$ cat src/pkg/som_pkg.sv
// Shared constants, codes and carriers of the safety output manager
package som_pkg;

  // Register byte offsets
  localparam logic [7:0] CTRL_OFS = 8'h00;
  localparam logic [7:0] MPIN_OFS = 8'h04;
  localparam logic [7:0] STAT_OFS = 8'h08;
  localparam logic [7:0] LOCK_OFS = 8'h0c;

  // Field positions and reset values
  localparam int CTRL_W = 15;
  localparam int MFN_W = 4;
  localparam int STAT_MAXZS_POS = 16;
  localparam logic [14:0] CTRL_RST = 15'h0001;
  localparam logic [15:0] MPIN_RST = 16'h0000;

  // Timing: 1 ms tick from a 50 ns clock
  localparam int SYS_CLK_NS = 50;
  localparam int TICK_NS = 1000000;
  localparam int TICK_CYC = (TICK_NS + SYS_CLK_NS - 1) / SYS_CLK_NS;
  localparam int AUTORESET_S = 10;
  localparam int AUTORESET_MS = AUTORESET_S * 1000;
  localparam int LOCK_WIN_MIN = 15;
  localparam int LOCK_WIN_MS = LOCK_WIN_MIN * 60 * 1000;
  localparam int LOCK_MAX = 5;

  // Zone set limits, plain defaults
  localparam int ZS_MAX = 70;
  localparam int ZS_MAX_MUTED = 35;

  typedef enum logic [3:0] {
    MF_NONE = 4'h0, MF_WARN1 = 4'h1, MF_WARN2 = 4'h2, MF_LAMP1 = 4'h3,
    MF_LAMP2 = 4'h4, MF_ALARM1 = 4'h5, MF_ALARM2 = 4'h6, MF_OVR1 = 4'h7,
    MF_OVR2 = 4'h8, MF_P2A = 4'h9, MF_P2B = 4'ha, MF_P3A = 4'hb,
    MF_P3B = 4'hc
  } som_mfunc_t;

  typedef enum logic [2:0] {
    AR_IDLE = 3'h1, AR_WAIT = 3'h2, AR_INHIBIT = 3'h4
  } som_ar_t;

  typedef struct packed {
    logic zone_active;
    logic protective_viol;
    logic [1:0] caution_viol;
  } som_zone_t;

  typedef struct packed {
    logic fault;
    logic dirty_window;
    logic lockout_evt;
    logic error_present;
  } som_stat_t;

  typedef struct packed {
    logic [1:0] ovr_en;
    logic [1:0] lamp_en;
    logic [1:0] mute_en;
    logic autoreset_en;
    logic alarm2_en;
    logic alarm1_en;
    logic [1:0] warn_pol;
    logic [1:0] warn_cnt;
    logic [1:0] pair_cnt;
  } som_ctrl_t;

endpackage

$ cat src/verilog/som_top.sv
// Safety output manager: pairs, warnings, alarms, auto-reset, muting, pins
//
// Notes on behaviour
// Object in active protective zone turns off every configured pair that is not muted or overridden.
// One to three pairs by configuration, capped by connector; halves together.
// Caution-zone-only detection never turns the pairs off.
// At most two caution zones, each with its own warning output.
// No warning output assigned means no caution zone detection at all.
// Warning polarity: low conducts when clear, high conducts when occupied.
// Alarm one follows the dirty-window message when enabled.
// Alarm two follows any fault that turns the pairs off.
// Auto-reset retries every ten seconds, resumes once the error clears; the code stops retrying and goes idle when it clears.
// More than five lockouts in fifteen minutes inhibit auto-reset until power-up.
// Muting, lamp, override per first and second pair; third never muted.
// Mute sensors keep muted pairs on while objects pass.
// Enabling muting lowers the maximum number of zone sets.
// Lamp output driven throughout the muted condition when enabled.
// Display shows muted state during every muting cycle.
// Override output only with muting; shows pairs manually forced on.
// First pair always on its fixed dedicated pins.
// Multipurpose pin driven as output is never sampled as input.
// Pair halves on multipurpose pins only with more than one pair.
// Only the active zone set decides pairs and warnings.
// Timers run from a millisecond tick; inhibit clears only on power-up.
//
// The register offsets and the Wishbone register port were left to the implementer.
`timescale 1ns/10ps
module som_top #(
  parameter int MAX_PAIRS = 3,
  parameter int NPIN = 4,
  parameter int TICK_CYC = som_pkg::TICK_CYC,
  parameter int AR_TICKS = som_pkg::AUTORESET_MS,
  parameter int WIN_TICKS = som_pkg::LOCK_WIN_MS
) (
  input wire logic I_SYS_CLK,
  input wire logic I_RESET,
  input wire logic I_WB_CYC,
  input wire logic I_WB_STB,
  input wire logic I_WB_WE,
  input wire logic [7:0] I_WB_ADR,
  input wire logic [3:0] I_WB_SEL,
  input wire logic [31:0] I_WB_DAT,
  output logic [31:0] O_WB_DAT,
  output logic O_WB_ACK,
  input wire som_pkg::som_zone_t I_ZONE,
  input wire som_pkg::som_stat_t I_STAT,
  input wire logic [1:0] I_MUTE_SENSOR,
  input wire logic I_OVERRIDE,
  input wire logic [3:0] I_MPIN_IN,
  output logic [1:0] O_PAIR1,
  output logic [3:0] O_MPIN_OUT,
  output logic [3:0] O_MPIN_OE,
  output logic [3:0] O_MPIN_SAMPLED,
  output logic O_DISPLAY_MUTED,
  output logic O_RESET_TRY,
  output logic O_AUTORESET_INHIBIT,
  output logic [6:0] O_MAX_ZONE_SETS
);

  localparam int TW = $clog2(TICK_CYC + 1);
  localparam int AW = $clog2(AR_TICKS + 1);
  localparam int WW = $clog2(WIN_TICKS + 1);

  ////////////////////////////////////////////////////////////////////////
  // Helpers
  function automatic logic [31:0] wmerge(input logic [31:0] old,
                                         input logic [31:0] nw,
                                         input logic [3:0] sel);
    logic [31:0] r;
    r = old;
    for (int b = 0; b < 4; b++) begin
      if (sel[b]) begin
        r[b*8 +: 8] = nw[b*8 +: 8];
      end
    end
    return r;
  endfunction

  function automatic logic [1:0] clampv(input logic [1:0] v,
                                        input logic [1:0] lo,
                                        input logic [1:0] hi);
    if (v < lo) begin
      return lo;
    end else if (v > hi) begin
      return hi;
    end
    return v;
  endfunction

  ////////////////////////////////////////////////////////////////////////
  // Pin synchronisers
  logic [1:0] mute_s1_q, mute_s2_q;
  logic ovr_s1_q, ovr_s2_q;
  logic [3:0] mpin_s1_q, mpin_s2_q;

  always_ff @(posedge I_SYS_CLK) begin
    if (I_RESET) begin
      mute_s1_q <= 2'h0;
      mute_s2_q <= 2'h0;
      ovr_s1_q <= 1'b0;
      ovr_s2_q <= 1'b0;
      mpin_s1_q <= 4'h0;
      mpin_s2_q <= 4'h0;
    end else begin
      mute_s1_q <= I_MUTE_SENSOR;
      mute_s2_q <= mute_s1_q;
      ovr_s1_q <= I_OVERRIDE;
      ovr_s2_q <= ovr_s1_q;
      mpin_s1_q <= I_MPIN_IN;
      mpin_s2_q <= mpin_s1_q;
    end
  end

  ////////////////////////////////////////////////////////////////////////
  // Wishbone slave, one wait state
  som_pkg::som_ctrl_t ctrl_q;
  logic [15:0] mpin_cfg_q;
  logic [31:0] rdat;
  logic [31:0] stat_w;
  logic [31:0] lock_w;
  logic wb_req;

  assign wb_req = I_WB_CYC & I_WB_STB;

  always_comb begin
    case (I_WB_ADR)
      som_pkg::CTRL_OFS: rdat = {17'h0, ctrl_q};
      som_pkg::MPIN_OFS: rdat = {16'h0, mpin_cfg_q};
      som_pkg::STAT_OFS: rdat = stat_w;
      som_pkg::LOCK_OFS: rdat = lock_w;
      default: rdat = 32'h0;
    endcase
  end

  always_ff @(posedge I_SYS_CLK) begin
    if (I_RESET) begin
      O_WB_ACK <= 1'b0;
      O_WB_DAT <= 32'h0;
    end else begin
      O_WB_ACK <= wb_req & ~O_WB_ACK;
      O_WB_DAT <= (wb_req & ~O_WB_ACK) ? rdat : 32'h0;
    end
  end

  // Merged words kept apart: a function result cannot be part-selected
  logic [31:0] ctrl_m;
  logic [31:0] mpin_m;

  assign ctrl_m = wmerge({17'h0, ctrl_q}, I_WB_DAT, I_WB_SEL);
  assign mpin_m = wmerge({16'h0, mpin_cfg_q}, I_WB_DAT, I_WB_SEL);

  // Write lands on the edge that the master sees ack
  always_ff @(posedge I_SYS_CLK) begin
    if (I_RESET) begin
      ctrl_q <= som_pkg::CTRL_RST;
      mpin_cfg_q <= som_pkg::MPIN_RST;
    end else if (wb_req & O_WB_ACK & I_WB_WE) begin
      if (I_WB_ADR == som_pkg::CTRL_OFS) begin
        ctrl_q <= som_pkg::som_ctrl_t'(ctrl_m[som_pkg::CTRL_W-1:0]);
      end
      if (I_WB_ADR == som_pkg::MPIN_OFS) begin
        mpin_cfg_q <= mpin_m[15:0];
      end
    end
  end

  ////////////////////////////////////////////////////////////////////////
  // Output functions
  logic [1:0] npair, nwarn;
  logic [1:0] muted, ovr_act, keep;
  logic [2:0] keep3;
  logic active_viol;
  logic [2:0] pair_d;
  logic [1:0] warn_d, occ;
  logic [2:0] pair_q;
  logic [1:0] warn_q, muted_q, ovr_q;
  logic alarm1_q, alarm2_q;

  assign npair = clampv(ctrl_q.pair_cnt, 2'd1, 2'(MAX_PAIRS));
  assign nwarn = clampv(ctrl_q.warn_cnt, 2'd0, 2'd2);
  assign active_viol = I_ZONE.zone_active & I_ZONE.protective_viol;
  assign keep3 = {1'b0, keep};

  always_comb begin
    for (int k = 0; k < 2; k++) begin
      muted[k] = ctrl_q.mute_en[k] & (&mute_s2_q);
      ovr_act[k] = ctrl_q.mute_en[k] & ctrl_q.ovr_en[k] & ovr_s2_q;
      keep[k] = muted[k] | ovr_act[k];
    end
    for (int k = 0; k < 3; k++) begin
      // Third pair has no keep term: it can never be muted
      pair_d[k] = (2'(k) < npair) & ~I_STAT.fault & I_ZONE.zone_active
                  & (~I_ZONE.protective_viol | keep3[k]);
    end
    for (int w = 0; w < 2; w++) begin
      // Without an assigned output no caution zone exists at all
      occ[w] = (2'(w) < nwarn) & I_ZONE.zone_active
               & I_ZONE.caution_viol[w];
      warn_d[w] = (2'(w) < nwarn) & (ctrl_q.warn_pol[w] ? occ[w]
                                                       : ~occ[w]);
    end
  end

  always_ff @(posedge I_SYS_CLK) begin
    if (I_RESET) begin
      pair_q <= 3'h0;
      O_PAIR1 <= 2'h0;
      warn_q <= 2'h0;
      muted_q <= 2'h0;
      ovr_q <= 2'h0;
      O_DISPLAY_MUTED <= 1'b0;
    end else begin
      pair_q <= pair_d;
      O_PAIR1 <= {2{pair_d[0]}};
      warn_q <= warn_d;
      muted_q <= muted;
      ovr_q <= ovr_act;
      O_DISPLAY_MUTED <= |muted;
    end
  end

  always_ff @(posedge I_SYS_CLK) begin
    if (I_RESET) begin
      alarm1_q <= 1'b0;
      alarm2_q <= 1'b0;
    end else begin
      alarm1_q <= ctrl_q.alarm1_en & I_STAT.dirty_window;
      alarm2_q <= ctrl_q.alarm2_en & I_STAT.fault;
    end
  end

  always_ff @(posedge I_SYS_CLK) begin
    if (I_RESET) begin
      O_MAX_ZONE_SETS <= 7'(som_pkg::ZS_MAX);
    end else begin
      O_MAX_ZONE_SETS <= (|ctrl_q.mute_en) ? 7'(som_pkg::ZS_MAX_MUTED)
                                            : 7'(som_pkg::ZS_MAX);
    end
  end

  ////////////////////////////////////////////////////////////////////////
  // Multipurpose pins
  logic [3:0] mp_val, mp_oe;

  always_comb begin
    mp_val = 4'h0;
    mp_oe = 4'h0;
    for (int i = 0; i < NPIN; i++) begin
      mp_oe[i] = 1'b1;
      case (som_pkg::som_mfunc_t'(mpin_cfg_q[i*4 +: 4]))
        som_pkg::MF_WARN1: begin
          mp_oe[i] = nwarn >= 2'd1;
          mp_val[i] = warn_q[0];
        end
        som_pkg::MF_WARN2: begin
          mp_oe[i] = nwarn >= 2'd2;
          mp_val[i] = warn_q[1];
        end
        som_pkg::MF_LAMP1: begin
          mp_oe[i] = ctrl_q.mute_en[0] & ctrl_q.lamp_en[0];
          mp_val[i] = muted_q[0];
        end
        som_pkg::MF_LAMP2: begin
          mp_oe[i] = ctrl_q.mute_en[1] & ctrl_q.lamp_en[1];
          mp_val[i] = muted_q[1];
        end
        som_pkg::MF_ALARM1: mp_val[i] = alarm1_q;
        som_pkg::MF_ALARM2: mp_val[i] = alarm2_q;
        som_pkg::MF_OVR1: begin
          mp_oe[i] = ctrl_q.mute_en[0] & ctrl_q.ovr_en[0];
          mp_val[i] = ovr_q[0];
        end
        som_pkg::MF_OVR2: begin
          mp_oe[i] = ctrl_q.mute_en[1] & ctrl_q.ovr_en[1];
          mp_val[i] = ovr_q[1];
        end
        som_pkg::MF_P2A, som_pkg::MF_P2B: begin
          mp_oe[i] = npair >= 2'd2;
          mp_val[i] = pair_q[1];
        end
        som_pkg::MF_P3A, som_pkg::MF_P3B: begin
          mp_oe[i] = npair >= 2'd3;
          mp_val[i] = pair_q[2];
        end
        default: begin
          mp_oe[i] = 1'b0;
          mp_val[i] = 1'b0;
        end
      endcase
      if (!mp_oe[i]) begin
        mp_val[i] = 1'b0;
      end
    end
  end

  // A pin set as output is masked from sampling in the same cycle
  always_ff @(posedge I_SYS_CLK) begin
    if (I_RESET) begin
      O_MPIN_OUT <= 4'h0;
      O_MPIN_OE <= 4'h0;
      O_MPIN_SAMPLED <= 4'h0;
    end else begin
      O_MPIN_OUT <= mp_val;
      O_MPIN_OE <= mp_oe;
      O_MPIN_SAMPLED <= mpin_s2_q & ~mp_oe;
    end
  end

  ////////////////////////////////////////////////////////////////////////
  // Millisecond tick and auto-reset
  logic [TW-1:0] tick_cnt_q;
  logic tick_q;
  logic [AW-1:0] ar_cnt_q;
  logic [WW-1:0] win_cnt_q;
  logic [2:0] lock_cnt_q;
  som_pkg::som_ar_t ar_q;
  logic inhibit_q;

  always_ff @(posedge I_SYS_CLK) begin
    if (I_RESET) begin
      tick_cnt_q <= '0;
      tick_q <= 1'b0;
    end else begin
      tick_q <= tick_cnt_q == TW'(TICK_CYC - 1);
      tick_cnt_q <= (tick_cnt_q == TW'(TICK_CYC - 1)) ? '0
                                                      : tick_cnt_q + 1'b1;
    end
  end

  // Lockout window opens at first lockout; event in expiry cycle counts
  always_ff @(posedge I_SYS_CLK) begin
    if (I_RESET) begin
      lock_cnt_q <= 3'h0;
      win_cnt_q <= '0;
      inhibit_q <= 1'b0;
    end else begin
      if (lock_cnt_q != 3'h0 && tick_q) begin
        win_cnt_q <= win_cnt_q + 1'b1;
      end
      if (lock_cnt_q != 3'h0 && tick_q
          && win_cnt_q == WW'(WIN_TICKS - 1)) begin
        lock_cnt_q <= {2'h0, I_STAT.lockout_evt};
        win_cnt_q <= '0;
      end else if (I_STAT.lockout_evt && lock_cnt_q != 3'h7) begin
        lock_cnt_q <= lock_cnt_q + 3'h1;
      end
      if (lock_cnt_q > 3'(som_pkg::LOCK_MAX)) begin
        inhibit_q <= 1'b1;
      end
    end
  end

  always_ff @(posedge I_SYS_CLK) begin
    if (I_RESET) begin
      ar_q <= som_pkg::AR_IDLE;
      ar_cnt_q <= '0;
      O_RESET_TRY <= 1'b0;
    end else begin
      O_RESET_TRY <= 1'b0;
      case (ar_q)
        som_pkg::AR_IDLE: begin
          ar_cnt_q <= '0;
          if (inhibit_q) begin
            ar_q <= som_pkg::AR_INHIBIT;
          end else if (ctrl_q.autoreset_en && I_STAT.error_present) begin
            ar_q <= som_pkg::AR_WAIT;
          end
        end
        som_pkg::AR_WAIT: begin
          if (inhibit_q) begin
            ar_q <= som_pkg::AR_INHIBIT;
          end else if (!ctrl_q.autoreset_en || !I_STAT.error_present) begin
            ar_q <= som_pkg::AR_IDLE;
          end else if (tick_q) begin
            if (ar_cnt_q == AW'(AR_TICKS - 1)) begin
              ar_cnt_q <= '0;
              O_RESET_TRY <= 1'b1;
            end else begin
              ar_cnt_q <= ar_cnt_q + 1'b1;
            end
          end
        end
        som_pkg::AR_INHIBIT: ar_q <= som_pkg::AR_INHIBIT;
        default: ar_q <= som_pkg::AR_IDLE;
      endcase
    end
  end

  always_ff @(posedge I_SYS_CLK) begin
    if (I_RESET) begin
      O_AUTORESET_INHIBIT <= 1'b0;
    end else begin
      O_AUTORESET_INHIBIT <= inhibit_q;
    end
  end

  assign stat_w = {9'h0, O_MAX_ZONE_SETS, I_STAT.error_present,
                   lock_cnt_q, inhibit_q, ovr_q, muted_q, alarm2_q, alarm1_q,
                   warn_q, pair_q};
  assign lock_w = {29'h0, lock_cnt_q};
endmodule

$ cat config.mk
export PLATFORM = sky130hd
export DESIGN_NAME = som_top
export DESIGN_NICKNAME = d
export VERILOG_FILES = /design/src/pkg/som_pkg.sv /design/src/verilog/som_top.sv
export SDC_FILE = /design/constraint.sdc
export NUM_CORES = 1
export LEC_CHECK = 0
export BUFFER_PORTS_ARGS = -buffer_cell sky130_fd_sc_hd__buf_2
export CAP_MARGIN = 10
export CORE_MARGIN = 1.5
export CORE_UTILIZATION = 40
export DETAILED_ROUTE_END_ITERATION = 8
export PLACE_DENSITY_LB_ADDON = 0.15
export SYNTH_ARGS = -nofsm -noshare
export SYNTH_HDL_FRONTEND = slang
export SYNTH_SLANG_ARGS = --single-unit
$ cat constraint.sdc
create_clock -name I_SYS_CLK -period 2.5 [get_ports I_SYS_CLK]
set_input_delay 0.125 -clock I_SYS_CLK [delete_from_list [all_inputs] [get_ports I_SYS_CLK]]
set_output_delay 0.125 -clock I_SYS_CLK [all_outputs]
set_load 0.005 [all_outputs]
# Yosys cells after proc, flatten, opt, wreduce, memory -nomap -nowiden
# Cells that the tools add are included.
[op_classes] reduce_logical=40 eq_ne=63 bitwise_logic=47 order_cmp=14 n_addsub=4 n_mux=35
[op_table] op="one-hot mux 23 bit (4 select lines)" n=1
[op_table] op="== test 4 bit, second input constant" n=20
[op_table] op="== test 4 x 3 -> 1 bit, second input constant" n=16
[op_table] op="two-way mux 14 bit" n=4
[op_table] op="OR reduction 2 bit" n=21
[op_table] op="one-hot mux 1 bit (10 select lines)" n=4
[op_table] op="one-hot mux 1 bit (9 select lines)" n=4
[op_table] op="== test 4 x 2 -> 1 bit, second input constant" n=8
[op_table] op="AND 1 bit" n=29
[op_table] op="one-hot mux 14 bit (2 select lines)" n=1
[op_table] op="adder 20 x 1 -> 20 bit, second input constant" n=1
[op_table] op="== test 20 bit, second input constant" n=1
[op_table] op="== test 4 x 1 -> 1 bit, second input constant" n=4
[op_table] op="== test 8 x 4 -> 1 bit, second input constant" n=2
[op_table] op="adder 15 x 1 -> 15 bit, second input constant" n=1
[op_table] op="== test 15 bit, second input constant" n=1
[op_table] op="adder 14 x 1 -> 14 bit, second input constant" n=1
[op_table] op="== test 14 bit, second input constant" n=1
[op_table] op="two-way mux 2 bit" n=6
[op_table] op="two-way mux 3 bit" n=4
[op_table] op="NOT 1 bit" n=12
[op_table] op="AND reduction 3 bit" n=4
[op_table] op="two-way mux 1 bit" n=9
[op_table] op="!= test 3 bit, second input constant" n=3
[op_table] op="other kinds (27)" n=45
[totals] output_inout_bits=57 elab_cells=247 regBits=169

# Longest topological paths before layout
[logic_depth] ltp_word=10 depth_mapped=10 ltp_nobuf=7

# Worst setup path after synthesis
# OpenSTA, ideal clock, no wires.
[synth_timing] path_type="register to register" start="register win_cnt_q[0]" end="register lock_cnt_q[2]" setup_slack_ps=701 path_buffers=3 path_stages_with_launch=10 arrival_ps=1735 setup_ps=64 cell_sequence="dfxtp_1 -> ha_1 -> and4_1 -> and3_1 -> clkbuf_1 -> and3_1 -> or2_1 -> buf_4 -> buf_6 -> nor2_1"
[synth_via] elab_chain_len=3
[synth_rtl] item="start: declaration" line="som_top.sv:314" rtl="logic [WW-1:0] win_cnt_q;"
[synth_rtl] item="start signal: assignment" line="som_top.sv:338" rtl="win_cnt_q <= win_cnt_q + 1'b1;"
[synth_rtl] item="== test 20 bit" line="som_top.sv:341" rtl="&& win_cnt_q == WW'(WIN_TICKS - 1)) begin"
[synth_rtl] item="logical AND 1 bit" line="som_top.sv:341"
[synth_rtl] item="OR reduction 2 bit (no line)"
[synth_rtl] item="end signal: assignment" line="som_top.sv:342" rtl="lock_cnt_q <= {2'h0, I_STAT.lockout_evt};"
[synth_rtl] item="end signal: assignment" line="som_top.sv:345" rtl="lock_cnt_q <= lock_cnt_q + 3'h1;"
[synth_rtl] item="end: declaration" line="som_top.sv:315" rtl="logic [2:0] lock_cnt_q;"
# No other way between the ends.
# A chain may end at the register's enable or synchronous reset.

# Worst setup path in the final report
[layout_timing] start="register ar_cnt_q[7]" end="register ar_cnt_q[3]"
[layout_via] elab_chain_len=6
[layout_rtl] item="start: declaration" line="som_top.sv:313" rtl="logic [AW-1:0] ar_cnt_q;"
[layout_rtl] item="start signal: assignment" line="som_top.sv:379" rtl="ar_cnt_q <= ar_cnt_q + 1'b1;"
[layout_rtl] item="== test 14 bit" line="som_top.sv:375" rtl="if (ar_cnt_q == AW'(AR_TICKS - 1)) begin"
[layout_rtl] item="two-way mux 14 bit" line="som_top.sv:375"
[layout_rtl] item="two-way mux 14 bit" line="som_top.sv:374" rtl="end else if (tick_q) begin"
[layout_rtl] item="two-way mux 14 bit" line="som_top.sv:372" rtl="end else if (!ctrl_q.autoreset_en || !I_STAT.error_present) begin"
[layout_rtl] item="two-way mux 14 bit" line="som_top.sv:370" rtl="if (inhibit_q) begin"
[layout_rtl] item="one-hot mux 14 bit (2 select lines)" line="som_top.sv:360" rtl="case (ar_q)"
# No other way between the ends. The select of a mux whose other input is x is not followed.

==> results by group <==
Power and ir drop
  – VDD IR max: 576 uV
  – Logic pwr share: 0.038
  – Clock Power Share: 0.498
  – Power density cells: 628 nW/um2
  – Sw Share: 0.211
  – Seq pwr share: 0.464
  – Total power: 5.23 mW
  – P_int: about 4.1 mW
  – P_leak: 3.41 nW
  – Net switching power figure: 1.11 mW

Setup path
  – Slowest cell on the critical path: or4b_1
  – CP Data Required Time: between 2000 and 3000 ps
  – Largest stage delay on the critical path: between 500 and 600 ps
  – CP Cell Sequence: or4b_1, nor4_1, nor3_1, o21bai_2, nor2_1
  – Nature of the critical path endpoint: flop
  – Critical path peak fanout: 14
  – Crit path arrival time: 2410 ps
  – Crit start category: flop
  – WS Path Type: flop to flop

Finish
  – N_diodes: 0
  – Syn-to-layout area delta: 19.6%
  – Most frequent cells in the layout: dfxtp_1 (150), nor2_1 (140), buf_2 (88)
  – Net count reported at finish: 953
  – Layout cells sized above 1: 0.164
  – Most common cell after layout, fill and taps aside: dfxtp_1
  – Fillers: 1662

Die
  – Die Span X: 135 um
  – Initial Utilization: 0.405
  – Die area: 18200 um2
  – Top Ports: between 100 and 150
  – Chip height: 135 um
  – Core ar.: 17200 um2
  – # rows: 48

CTS
  – Clock root cell: clkbuf_16
  – Worst-Skew Late Latency: roughly 420 ps
  – CTS Buffer Depth: 2
  – Clk slew on worst S/H paths: 60 ps
  – CTS tree: yes
  – CTS HTree Levels: 4
  – TritonCTS Buffers: 17
  – Sink Count: 150
  – Setup Buffers After CTS: 0

Timing
  – Sum Neg Setup Slack: 0 ps
  – Final hold violations: 0
  – Period Utilization, post-route: 0.847
  – Setup-failing EPs final: 0
  – Rel. slew slack: 0.566
  – Clock Skew: 14.6 ps
  – Pins Over Slew Limit: 0
  – RSZ-0062 raised after global routing: no
  – Final setup margin: 382 ps
  – Crit path time final: 2120 ps
  – Fmax: around 470 MHz
  – Worst-Margin Slew: 652 ps

Yosys
  – Syn Inst Count: 792
  – Synth async-reset ratio: 0
  – Mean cell area of the mapped netlist: 8.79 um2
  – Yosys warnings: 0
  – Yosys top cell area share: 0.431
  – Post-synth cell types: 70
  – Number of synthesized register bits: 150
  – Post-synth EDFFs: 0
  – Mapped Area: 6960 um2
  – Post-synthesis sequential area ratio: 0.431
  – Synth area leaders: dfxtp_1 (43%), nor2_1 (7.5%), mux2i_1 (6.6%)
  – Post-synth top area cell: dfxtp_1
  – Most used flip-flop cell after synthesis: dfxtp_1

Detailed routing
  – Vias per cell: approximately 5.2
  – Wirelength per Cell: 15.6 um
  – Drt drc: 0
  – Drt total wl: 17.5 mm
  – Detailed-route via count: 5850
  – Post-route ant nets: 0
  – 1st-iter DRT viols: roughly 330
  – First drt pass iteration count: 5

Global routing
  – First-pass GRT wire length: roughly 28 mm
  – Vias in the first global route: 5366
  – GRT overflow: 0
  – Antenna violations before repair: 0
  – Pin count of the biggest net entering global routing: 84
  – GRT Resource Usage Total: 0.196

Min path
  – Worst hold path type: primary input to flop

Place
  – Final Wtd Congestion: 0.926
  – Dpl ws: between 300 and 400 ps
  – Detail Placement HPWL: 12.4 mm
  – Port bufs: 88

Outcome
  – Status: finished, final reports clean

Run
  – MaxCap Viol Count: 0
-- power by group through the flow --
stage | logic [mW] | clock network (mW) | registers (mW)
global placement | 0.160 | 0 | 2.48
finish | 0.197 | 2.61 | 2.43
detailed placement | 0.165 | 0 | 2.48
floorplan | 0.112 | 0 | 2.47
CTS | 0.198 | 2.67 | 2.43
global route | 0.218 | 2.79 | 2.43
-- worst max-delay path: cells and delay by family, from the launching register on --
kind               cells  cell delay [ps]
AOI/OAI and AO/OA      1              480
DFF                    1              380
and+or+nand+nor        4             1120
-- what timing repair did --
item | CTS | global route
endpoints found under the hold margin | 43 | 0
resized for setup | 0 | 0
hold buffers | 27 | 0
-- final cells by class --
class	instances	area, um2	share of cell area
sequential	150	3000	0.360
inverter	15	56.3	0.00676
clock buffer	19	453	0.0544
timing repair buffer	120	761	0.0913
multi-input combinational	579	3620	0.435
clock inverter	12	151	0.0182
tap	225	282	0.0338
-- path summary, 6_finish.rpt --
path                                   start      endpoint  slack (ps)  cells after the start
worst max-delay path             ar_cnt_q[7]   ar_cnt_q[3]         380                      5
worst min-delay path                 I_RESET      O_WB_ACK         0.7                      2
worst max register to register   ar_cnt_q[7]   ar_cnt_q[3]         380                      5
worst min register to register  mute_s1_q[0]  mute_s2_q[0]         440                      1
-- registers in the layout (all words and copies together) (netlist names), 4 cells and up --
register	cells
O_MPIN_SAMPLED	4
O_MPIN_OE	4
mpin_cfg_q	16
O_WB_DAT	19
ar_cnt_q	14
win_cnt_q	20
mpin_s2_q	4
mpin_s1_q	4
O_MPIN_OUT	4
ctrl_q	15
tick_cnt_q	15
-- per-stage QoR --
step / util / hold WS, ps / cells / instance area (um2)
6_report: 0.485 / 0.719 / 1120 / 8330
5_1_grt: 0.485 / 5.11 / 1120 / 8330
4_1_cts: 0.485 / 1.06 / 1120 / 8330
3_5_place_dp: 0.434 / 338 / 1062 / 7460
3_3_place_gp: 0.434 / 338 / 1062 / 7460
2_1_floorplan: - / 202 / 804 / 7010
-- metal layers --
metal	vias up	GRT usage	share of wire
met5	-	0	0
met4	0	0.0627	0.020
met3	26	0.0518	0.068
met2	204	0.297	0.44
met1	2744	0.271	0.48
li1	2876	-	-
-- logic make-up after synthesis --
logic type / synth area share
buffers and inverters: 0.0546
flip-flops: 0.431
AO/OA/AOI/OAI: 0.0803
XOR/XNOR: 0.0604
other: 0.00108
multiplexers: 0.0855
adder cells (fa/ha/maj): 0.0108
AND/OR/NAND/NOR: 0.276
-- cells in the mapped netlist (3+ instances only) --
library cell  instances
a211oi_1              3
a21oi_1              32
a221oi_1              3
a22o_1                3
a22oi_1               3
and2_1                6
and3_1               17
and3b_1               5
and4_1                6
buf_2                 4
buf_4                21
clkbuf_1             33
dfxtp_1             150
ha_1                  6
inv_1                15
mux2i_1              46
mux4_2                5
nand2_1              55
nand2_2               4
nand2b_1             12
nand3_1              24
nand3b_1              9
nand4_1              13
nand4b_1              3
nor2_1              140
nor2b_1              23
nor3_1               20
nor3b_1               8
nor4_1                8
o21ai_0              13
or3_1                 4
or3b_2                3
xnor2_1              29
xor2_1               19
Note: power is estimated with default switching activity, not from simulation.
